--- src/hw/energy_pulse_defines.vh ---
// Purpose: Offsets, field positions, reset values and timing counts
// Assumes: 10 MHz system clock
// Notes: Definitions only
`ifndef ENERGY_PULSE_DEFINES_VH
`define ENERGY_PULSE_DEFINES_VH
`define ADDR_CONFIG1 12'h0481
`define ADDR_OC_STATUS 12'h048F
`define ADDR_PULSE_MODE 12'h0490
`define ADDR_COMP_MODE 12'h0491
`define CFG1_RESET 16'h0000
`define PMODE_RESET 16'h0000
`define CMODE_RESET 16'h0000
`define OC_RESET 16'h0000
`define CFG1_DSMODE 10
`define CFG1_SETTLE_HI 9
`define CFG1_SETTLE_LO 8
`define CFG1_ACC_CLR 5
`define CFG1_PIN4_HI 3
`define CFG1_PIN4_LO 2
`define CFG1_PIN3 1
`define CFG1_SOFT_RESET_BIT 0
`define CFG1_RW_MASK 16'h870E
`define PMODE_DIS_LO 12
`define CLK_HZ 10000000
`define SETTLE_MS_0 64
`define SETTLE_MS_1 128
`define SETTLE_MS_2 256
// Settle ms times CLK_HZ / 1000, sized to the 22-bit settle counter
`define SETTLE_CYC_0 22'h09_C400
`define SETTLE_CYC_1 22'h13_8800
`define SETTLE_CYC_2 22'h27_1000
`endif

--- src/hw/sag_surge_irq.v ---
// Purpose: Dip/swell interrupt pulse generation
// Assumes: Condition and period tick come from the metrology side
// Notes: One-cycle interrupt pulse output
`timescale 1ns/10ps
module sag_surge_irq (
  input wire clk_sys_i,
  input wire reset_i,
  input wire mode_i,
  input wire cond_i,
  input wire cycle_tick_i,
  output reg irq_o
);
  reg cond_r;

  always @(posedge clk_sys_i) begin
    if (reset_i) begin
      cond_r <= 1'b0;
      irq_o <= 1'b0;
    end else begin
      cond_r <= cond_i;
      if (mode_i)
        irq_o <= cond_i ^ cond_r;
      else
        irq_o <= cond_i & cycle_tick_i;
    end
  end
endmodule // sag_surge_irq

--- src/hw/energy_pulse_config_control.v ---
// What this block does
// - Mode 0: dip/swell interrupt repeats every programmed cycle count during condition.
// - Mode 1: one interrupt on entering, one on leaving dip/swell.
// - Settle code 0/1/2/3 delays accumulation 64/128/256/0 ms.
// - Accumulation clear zeroes converter and divider counter, self-clearing.
// - Pin 4 select: 00/01 pulse, 10 event, 11 sample ready.
// - Pin 3 select: 0 pulse, 1 chosen zero-crossing signal.
// - Soft reset bit starts device reset and reads back zero.
// - Overcurrent flags: bit0 A, bit1 B, bit2 C, bit3 neutral.
// - Pulse mode bits 15..12 disable outputs 4..1; disabled pin held high.
// - Disabled output does not set its pulse status flag.
// - Bits 11..9 select pin 4 energy type; lower fields others.
// - Phase inclusion per output comes from compensation mode register.
// - Overcurrent status resets to zero and ignores writes.
// - Inclusion bit 2 phase C, bit 1 phase B, bit 0 phase A.
//
// Purpose: Configuration and status registers for energy pulse outputs
// Assumes: Host port gives a 12-bit word address, single-cycle strobes
// Notes: Metrology datapath lives outside; this block steers and gates it
`timescale 1ns/10ps
`include "energy_pulse_defines.vh"
module energy_pulse_config_control (
  input wire clk_sys_i,
  input wire reset_i,
  input wire [11:0] host_addr_i,
  input wire host_wr_i,
  input wire host_rd_i,
  input wire [15:0] host_wdata_i,
  output reg [15:0] host_rdata_o,
  input wire [3:0] overcurrent_phase_flags_i,
  input wire [3:0] converter_pulse_i,
  input wire event_signal_i,
  input wire sample_ready_signal_i,
  input wire zero_cross_i,
  input wire sag_cond_i,
  input wire surge_cond_i,
  input wire cycle_tick_i,
  output reg energy_pulse_out_1_o,
  output reg energy_pulse_out_2_o,
  output reg energy_pulse_out_3_o,
  output reg energy_pulse_out_4_o,
  output reg [3:0] pulse_status_flag_o,
  output reg pulse_accum_clear_o,
  output reg soft_reset_o,
  output reg accum_enable_o,
  output reg [2:0] pulse_out1_energy_type_o,
  output reg [2:0] pulse_out2_energy_type_o,
  output reg [2:0] pulse_out3_energy_type_o,
  output reg [2:0] pulse_out4_energy_type_o,
  output reg [11:0] pulse_phase_include_o,
  output reg sag_irq_o,
  output reg surge_irq_o
);
  // ----------------------------------------
  // Registers
  // ----------------------------------------
  reg [15:0] config1_r;
  reg [15:0] pulse_output_mode_r;
  reg [15:0] compensation_mode_reg_r;
  reg [3:0] overcurrent_phase_flags_r;
  reg [3:0] oc_meta_r;
  reg [3:0] oc_sync_r;
  reg [3:0] pin_meta_r;
  reg [3:0] pin_sync_r;
  reg [3:0] misc_meta_r;
  reg [3:0] misc_sync_r;
  reg [1:0] cond_meta_r;
  reg [1:0] cond_sync_r;
  reg [3:0] pulse_prev_r;
  reg [21:0] settle_cnt_r;
  reg [21:0] settle_target;
  wire soft_clear;
  wire sag_irq;
  wire surge_irq;
  wire [1:0] settle_code;
  wire [1:0] pin4_fn;
  wire pin3_fn;
  wire [3:0] out_disable;
  wire [3:0] pulse_rise;

  assign settle_code = config1_r[`CFG1_SETTLE_HI:`CFG1_SETTLE_LO];
  assign pin4_fn = config1_r[`CFG1_PIN4_HI:`CFG1_PIN4_LO];
  assign pin3_fn = config1_r[`CFG1_PIN3];
  assign out_disable = pulse_output_mode_r[15:`PMODE_DIS_LO];
  assign pulse_rise = pin_sync_r & ~pulse_prev_r;
  // Soft reset acts one cycle after the write so the write itself completes
  assign soft_clear = reset_i | soft_reset_o;

  // ----------------------------------------
  // Input synchronisers
  // ----------------------------------------
  always @(posedge clk_sys_i) begin
    if (reset_i) begin
      oc_meta_r <= 4'h0;
      oc_sync_r <= 4'h0;
      pin_meta_r <= 4'h0;
      pin_sync_r <= 4'h0;
      misc_meta_r <= 4'h0;
      misc_sync_r <= 4'h0;
      cond_meta_r <= 2'b00;
      cond_sync_r <= 2'b00;
      pulse_prev_r <= 4'h0;
    end else begin
      oc_meta_r <= overcurrent_phase_flags_i;
      oc_sync_r <= oc_meta_r;
      pin_meta_r <= converter_pulse_i;
      pin_sync_r <= pin_meta_r;
      misc_meta_r <= {event_signal_i, sample_ready_signal_i, zero_cross_i, cycle_tick_i};
      misc_sync_r <= misc_meta_r;
      cond_meta_r <= {surge_cond_i, sag_cond_i};
      cond_sync_r <= cond_meta_r;
      pulse_prev_r <= pin_sync_r;
    end
  end

  // ----------------------------------------
  // Host writes
  // ----------------------------------------
  always @(posedge clk_sys_i) begin
    if (soft_clear) begin
      config1_r <= `CFG1_RESET;
      pulse_output_mode_r <= `PMODE_RESET;
      compensation_mode_reg_r <= `CMODE_RESET;
      pulse_accum_clear_o <= 1'b0;
      soft_reset_o <= 1'b0;
    end else begin
      pulse_accum_clear_o <= 1'b0;
      soft_reset_o <= 1'b0;
      if (host_wr_i) begin
        if (host_addr_i == `ADDR_CONFIG1) begin
          config1_r <= host_wdata_i & `CFG1_RW_MASK;
          pulse_accum_clear_o <= host_wdata_i[`CFG1_ACC_CLR];
          soft_reset_o <= host_wdata_i[`CFG1_SOFT_RESET_BIT];
        end else if (host_addr_i == `ADDR_PULSE_MODE) begin
          pulse_output_mode_r <= host_wdata_i;
        end else if (host_addr_i == `ADDR_COMP_MODE) begin
          compensation_mode_reg_r <= {4'h0, host_wdata_i[11:0]};
        end
      end
    end
  end

  // Overcurrent status follows the phase flags; writes are ignored
  always @(posedge clk_sys_i) begin
    if (soft_clear)
      overcurrent_phase_flags_r <= 4'h0;
    else
      overcurrent_phase_flags_r <= oc_sync_r;
  end

  // ----------------------------------------
  // Host reads
  // ----------------------------------------
  always @(posedge clk_sys_i) begin
    if (reset_i) begin
      host_rdata_o <= 16'h0000;
    end else if (host_rd_i) begin
      if (host_addr_i == `ADDR_CONFIG1)
        host_rdata_o <= config1_r;
      else if (host_addr_i == `ADDR_OC_STATUS)
        host_rdata_o <= {12'h000, overcurrent_phase_flags_r};
      else if (host_addr_i == `ADDR_PULSE_MODE)
        host_rdata_o <= pulse_output_mode_r;
      else if (host_addr_i == `ADDR_COMP_MODE)
        host_rdata_o <= compensation_mode_reg_r;
      else
        host_rdata_o <= 16'h0000;
    end
  end

  // ----------------------------------------
  // Settling delay before accumulation
  // ----------------------------------------
  always @* begin
    case (settle_code)
      2'd0: settle_target = `SETTLE_CYC_0;
      2'd1: settle_target = `SETTLE_CYC_1;
      2'd2: settle_target = `SETTLE_CYC_2;
      default: settle_target = 22'h00_0000;
    endcase
  end

  // Restarted by any reset or accumulation clear; a settle change applies at once until accumulation is enabled, then only on restart
  always @(posedge clk_sys_i) begin
    if (soft_clear || pulse_accum_clear_o) begin
      settle_cnt_r <= 22'h00_0000;
      accum_enable_o <= 1'b0;
    end else if (settle_cnt_r >= settle_target) begin
      accum_enable_o <= 1'b1;
    end else begin
      settle_cnt_r <= settle_cnt_r + 22'h00_0001;
    end
  end

  // ----------------------------------------
  // Pin muxing, disables and status flags
  // ----------------------------------------
  always @(posedge clk_sys_i) begin
    if (soft_clear) begin
      energy_pulse_out_1_o <= 1'b1;
      energy_pulse_out_2_o <= 1'b1;
      energy_pulse_out_3_o <= 1'b1;
      energy_pulse_out_4_o <= 1'b1;
    end else begin
      energy_pulse_out_1_o <= out_disable[0] | pin_sync_r[0];
      energy_pulse_out_2_o <= out_disable[1] | pin_sync_r[1];
      if (out_disable[2])
        energy_pulse_out_3_o <= 1'b1;
      else if (pin3_fn)
        energy_pulse_out_3_o <= misc_sync_r[1];
      else
        energy_pulse_out_3_o <= pin_sync_r[2];
      if (out_disable[3])
        energy_pulse_out_4_o <= 1'b1;
      else if (pin4_fn == 2'b10)
        energy_pulse_out_4_o <= misc_sync_r[3];
      else if (pin4_fn == 2'b11)
        energy_pulse_out_4_o <= misc_sync_r[2];
      else
        energy_pulse_out_4_o <= pin_sync_r[3];
    end
  end

  always @(posedge clk_sys_i) begin
    if (soft_clear)
      pulse_status_flag_o <= 4'h0;
    else
      pulse_status_flag_o <= pulse_rise & ~out_disable & {4{accum_enable_o}};
  end

  always @(posedge clk_sys_i) begin
    if (soft_clear) begin
      pulse_out1_energy_type_o <= 3'h0;
      pulse_out2_energy_type_o <= 3'h0;
      pulse_out3_energy_type_o <= 3'h0;
      pulse_out4_energy_type_o <= 3'h0;
      pulse_phase_include_o <= 12'h000;
    end else begin
      // Codes 110/111 fold to total active
      pulse_out1_energy_type_o <= pulse_output_mode_r[2:1] == 2'b11 ? 3'h0 :
                                  pulse_output_mode_r[2:0];
      pulse_out2_energy_type_o <= pulse_output_mode_r[5:4] == 2'b11 ? 3'h0 :
                                  pulse_output_mode_r[5:3];
      pulse_out3_energy_type_o <= pulse_output_mode_r[8:7] == 2'b11 ? 3'h0 :
                                  pulse_output_mode_r[8:6];
      pulse_out4_energy_type_o <= pulse_output_mode_r[11:10] == 2'b11 ? 3'h0 :
                                  pulse_output_mode_r[11:9];
      pulse_phase_include_o <= compensation_mode_reg_r[11:0];
    end
  end

  // ----------------------------------------
  // Dip/swell interrupts
  // ----------------------------------------
  sag_surge_irq u_sag_irq (
    .clk_sys_i(clk_sys_i),
    .reset_i(soft_clear),
    .mode_i(config1_r[`CFG1_DSMODE]),
    .cond_i(cond_sync_r[0]),
    .cycle_tick_i(misc_sync_r[0]),
    .irq_o(sag_irq)
  );

  sag_surge_irq u_surge_irq (
    .clk_sys_i(clk_sys_i),
    .reset_i(soft_clear),
    .mode_i(config1_r[`CFG1_DSMODE]),
    .cond_i(cond_sync_r[1]),
    .cycle_tick_i(misc_sync_r[0]),
    .irq_o(surge_irq)
  );

  always @(posedge clk_sys_i) begin
    if (reset_i) begin
      sag_irq_o <= 1'b0;
      surge_irq_o <= 1'b0;
    end else begin
      sag_irq_o <= sag_irq;
      surge_irq_o <= surge_irq;
    end
  end
endmodule // energy_pulse_config_control

--- config.mk ---
export PLATFORM = sky130hd
export DESIGN_NAME = energy_pulse_config_control
export DESIGN_NICKNAME = d
export VERILOG_FILES = /design/src/hw/sag_surge_irq.v /design/src/hw/energy_pulse_config_control.v
export VERILOG_INCLUDE_DIRS = /design/src /design/src/hw
export SDC_FILE = /design/constraint.sdc
export NUM_CORES = 1
export LEC_CHECK = 0
export ABC_AREA = 1
export ABC_CLOCK_PERIOD_IN_PS = 4300
export BUFFER_PORTS_ARGS = -buffer_cell sky130_fd_sc_hd__clkbuf_2
export CORE_MARGIN = 4
export CORE_UTILIZATION = 50
export DETAILED_ROUTE_END_ITERATION = 10
export GPL_TIMING_DRIVEN = 0
export PLACE_DENSITY = 0.72
export SYNTH_ARGS = -nofsm -noshare
export SYNTH_HDL_FRONTEND = slang
export SYNTH_HIERARCHICAL = 1
export SYNTH_SLANG_ARGS = --single-unit
--- constraint.sdc ---
create_clock -name clk_sys_i -period 4.3 [get_ports clk_sys_i]
set_input_delay 0.645 -clock clk_sys_i [delete_from_list [all_inputs] [get_ports clk_sys_i]]
set_output_delay 0.645 -clock clk_sys_i [all_outputs]
set_load 0.05 [all_outputs]
==> results.py <==
metrics = {
    "global_routing": {
        "grt_pass1_vias": 5431,
        "grt_max_degree": 17,
        "grt_use_met1_pct": 30.55,
        "antenna_found_initial": 0,
        "grt_util_met3_pct": 5.548,
        "grt.total_usage_pct": 23.17,
        "grt_pass1_wl_um": 26610,
        "met2_usage_pct": 37.20,
        "top_usage_layer": "met2",
        "grt-ovfl-total": 0,
    },
    "yosys": {
        "synth_edf_count": 0,
        "yosysUniqueCellTypes": 39,
        "synth_top_area_share_pct": 46.90,
        "synth_seq_cells": 150,
        "syn-cell-area_um2": 6402,
        "syn-num-nets": 940,
        "netlist_instances": 877,
        "yosysSeqAreaShare_pct": 46.90,
        "synth-async-reset-ratio_pct": 0,
        "yosysTopAreaCell": "dfxtp_1",
        "yosys_warnings": 6,
        "synth_area_leaders": "dfxtp_1 (47%), nand2_1 (11%), nor2_1 (9.7%), inv_1 (6.6%), nand3_1 (4.6%)",
        "synth_flop_cell": "dfxtp_1",
        "syn_area_per_cell_um2": 7.300,
    },
    "timing": {
        "hold_viol": 0,
        "worst_clock_skew_ps": 5.312,
        "period_share_pct": 53.55,
        "period_needed_ps": 2303,
        "relSlewSlack_pct": 50.57,
        "setup_violations": 0,
        "max_freq_mhz": 434.2,
        "fin_tns_setup_ps": 0,
        "slew_violations": 0,
        "tightest_slew_ps": 741.4,
        "grt_setup_unrepaired": "false",
        "layout_setup_ws_ps": 1997,
    },
    "floorplan": {
        "io_pins": 99,
        "die_area_um2": 14680,
        "die_y_um": 121.2,
        "rows": 41,
        "die_w_um": 121.2,
        "initial_core_util_pct": 50.94,
        "core_um2": 12570,
    },
    "detailed_routing": {
        "ant_nets": 0,
        "vias": 5810,
        "drtPass1Iterations": 5,
        "routed_wl_um": 16280,
        "drt_iter0_markers": 511,
        "viasPerCell": 4.932,
        "post-route-drc-count": 0,
        "post_drt_wl_per_cell_um": 13.82,
    },
    "worst_setup_path": {
        "reg2regPathDepth": 13,
        "criticalPathCategory": "register to register",
        "r2r_start": "config1_r[8]",
        "critPathLaunchType": "register",
        "cp.arrival_ps": 2660,
        "cp-startpoint": "config1_r[8]",
        "critPathCapture": "settle_cnt_r[0]",
        "critPathCaptureType": "register",
        "critical_path_required_ps": 4650,
        "worstPathMaxFanout": 7,
        "rr_endpoint": "settle_cnt_r[0]",
        "rrSetupSlack_ps": 2000,
    },
    "placement": {
        "pre_cts_slack_ps": 2031,
        "gp_congestion": 0.8926,
        "io_buffers": 97,
        "dpl.hpwl_um": 11800,
    },
    "finish": {
        "final_nets": 1056,
        "syn_to_final_growth_pct": 20.93,
        "layout-drive-gt1-share_pct": 16.80,
        "ff_latch_area_um2": 3003,
        "nFillCells": 1192,
        "diodes": 0,
        "multi_input_area_um2": 2760,
    },
    "clock_tree": {
        "clkSinkCount": 150,
        "numCtsBuffers": 17,
        "worstSkewPairLatency_ps": 420,
        "cts_tree": "done",
        "cts_root_buf": "clkbuf_16",
        "clkTransAtPathRegs_ps": 60,
        "cts_setup_buffers": 0,
        "cts-resized-gates": 0,
        "htreeDepth": 4,
        "cts.hold.buffers_added": 0,
        "cts_max_path_buffers": 2,
    },
    "hold_path": {
        "holdPathStages": 1,
        "hold_path.class": "register to register",
    },
    "job": {
        "max_cap_viol_count": 0,
    },
    "pwr": {
        "power.density_nw_per_um2": 406.7,
        "peakVddDrop_v": 0.0002805,
        "p_leak_nw": 3.356,
    },
    "status": {
        "outcome": "finished clean",
    },
}
==> Yosys cell counts, types with 3 or more instances <==
| library cell | n |
|---|---|
| a21oi_1 | 49 |
| buf_2 | 4 |
| buf_4 | 3 |
| buf_6 | 5 |
| clkbuf_1 | 16 |
| clkinv_1 | 3 |
| dfxtp_1 | 150 |
| ha_1 | 17 |
| inv_1 | 113 |
| inv_2 | 3 |
| nand2_1 | 184 |
| nand2_2 | 4 |
| nand2_4 | 3 |
| nand3_1 | 59 |
| nand3b_1 | 5 |
| nand4_1 | 7 |
| nor2_1 | 166 |
| nor2_2 | 5 |
| nor2_4 | 5 |
| o21ai_0 | 44 |
| xor2_1 | 5 |
==> layout by cell type, fill, tap and decap left out, types with 3 or more instances in the layout <==
cell / instances
a21oi_1: 49
buf_2: 4
buf_4: 3
buf_6: 5
bufinv_16: 4
clkbuf_1: 17
clkbuf_16: 17
clkbuf_2: 97
clkbuf_8: 3
clkinv_1: 3
clkinv_2: 4
dfxtp_1: 150
ha_1: 17
inv_1: 113
inv_2: 3
inv_6: 3
nand2_1: 184
nand2_2: 4
nand2_4: 3
nand3_1: 59
nand3b_1: 5
nand4_1: 7
nor2_1: 166
nor2_2: 5
nor2_4: 5
o21ai_0: 44
xor2_1: 5
==> area by class of cell <==
type | count | area share, %
inverter | 121 | 5.947
clock buffer | 21 | 6.076
multi-input combinational | 577 | 35.65
timing repair buffer | 97 | 6.270
sequential | 150 | 38.78
clock inverter | 11 | 2.182
buffer | 29 | 2.311
tap | 172 | 2.780
==> cell families (layout without fill, tap and decap cells) <==
logic type	Yosys count	after routing	synth area share (%)
adders and majority gates	17	17	3.322
buffers and inverters	150	279	9.986
xor gates and xnor gates	7	7	0.9576
AOI/OAI and AO/OA	104	104	8.579
and+or+nand+nor	449	449	30.25
DFF	150	150	46.90
==> worst min-delay path by stage <==
stage,slack [ps],startpoint,end
after global placement,390,pulse_prev_r[1],pulse_status_flag_o[1]
after CTS,400,pulse_prev_r[1],pulse_status_flag_o[1]
final,390,pulse_prev_r[1],pulse_status_flag_o[1]
after global routing,410,cycle_tick_i,misc_meta_r[0]
after floorplan,370,pulse_prev_r[3],pulse_status_flag_o[3]
after detailed placement,380,pulse_prev_r[1],pulse_status_flag_o[1]
==> where the power goes <==
group	internal, mW	leakage (nW)	switching [mW]
Sequential	1.41	1.22	0.0100
Clock	1.02	0.314	0.580
Combinational	0.0401	1.82	0.0889
Total	2.47	3.36	0.679
==> critical path, cell delays in order (launching register included) <==
cell,delay [ps]
dfxtp_1,400
inv_1,110
ha_1,240
inv_1,110
ha_1,250
nand2_1,70
inv_1,30
nand2_1,90
clkinv_1,80
nand2_1,90
nand3_1,70
nor2_1,430
nand2_1,130
a21oi_1,140
==> sequential cells by signal (all words and copies together) (netlist names), 7 cells and up <==
signal and cells:
compensation_mode_reg_r 12, config1_r 7, host_rdata_o 16, pulse_output_mode_r 16
pulse_phase_include_o 12, settle_cnt_r 22
==> routing by layer <==
layer	part of all wire, %	up-vias
met5	0	-
met4	2.0	0
met3	6.6	29
li1	-	2966
met1	45	2625
met2	46	190
==> per-stage QoR <==
step                      area, um^2  cells  hold slack [ps]  util, %  power, mW
after floorplan                 6402    877            372.2        -      1.524
after global placement          7103   1146            387.0    56.52      1.577
after detailed placement        7103   1146            384.6    56.52      1.579
after CTS                       7742   1178            396.9    61.60      3.164
after global routing            7742   1178            405.1    61.60      3.247
final                           7742   1178            392.6    61.60      3.149
Note: power is estimated with default switching activity, not from simulation.
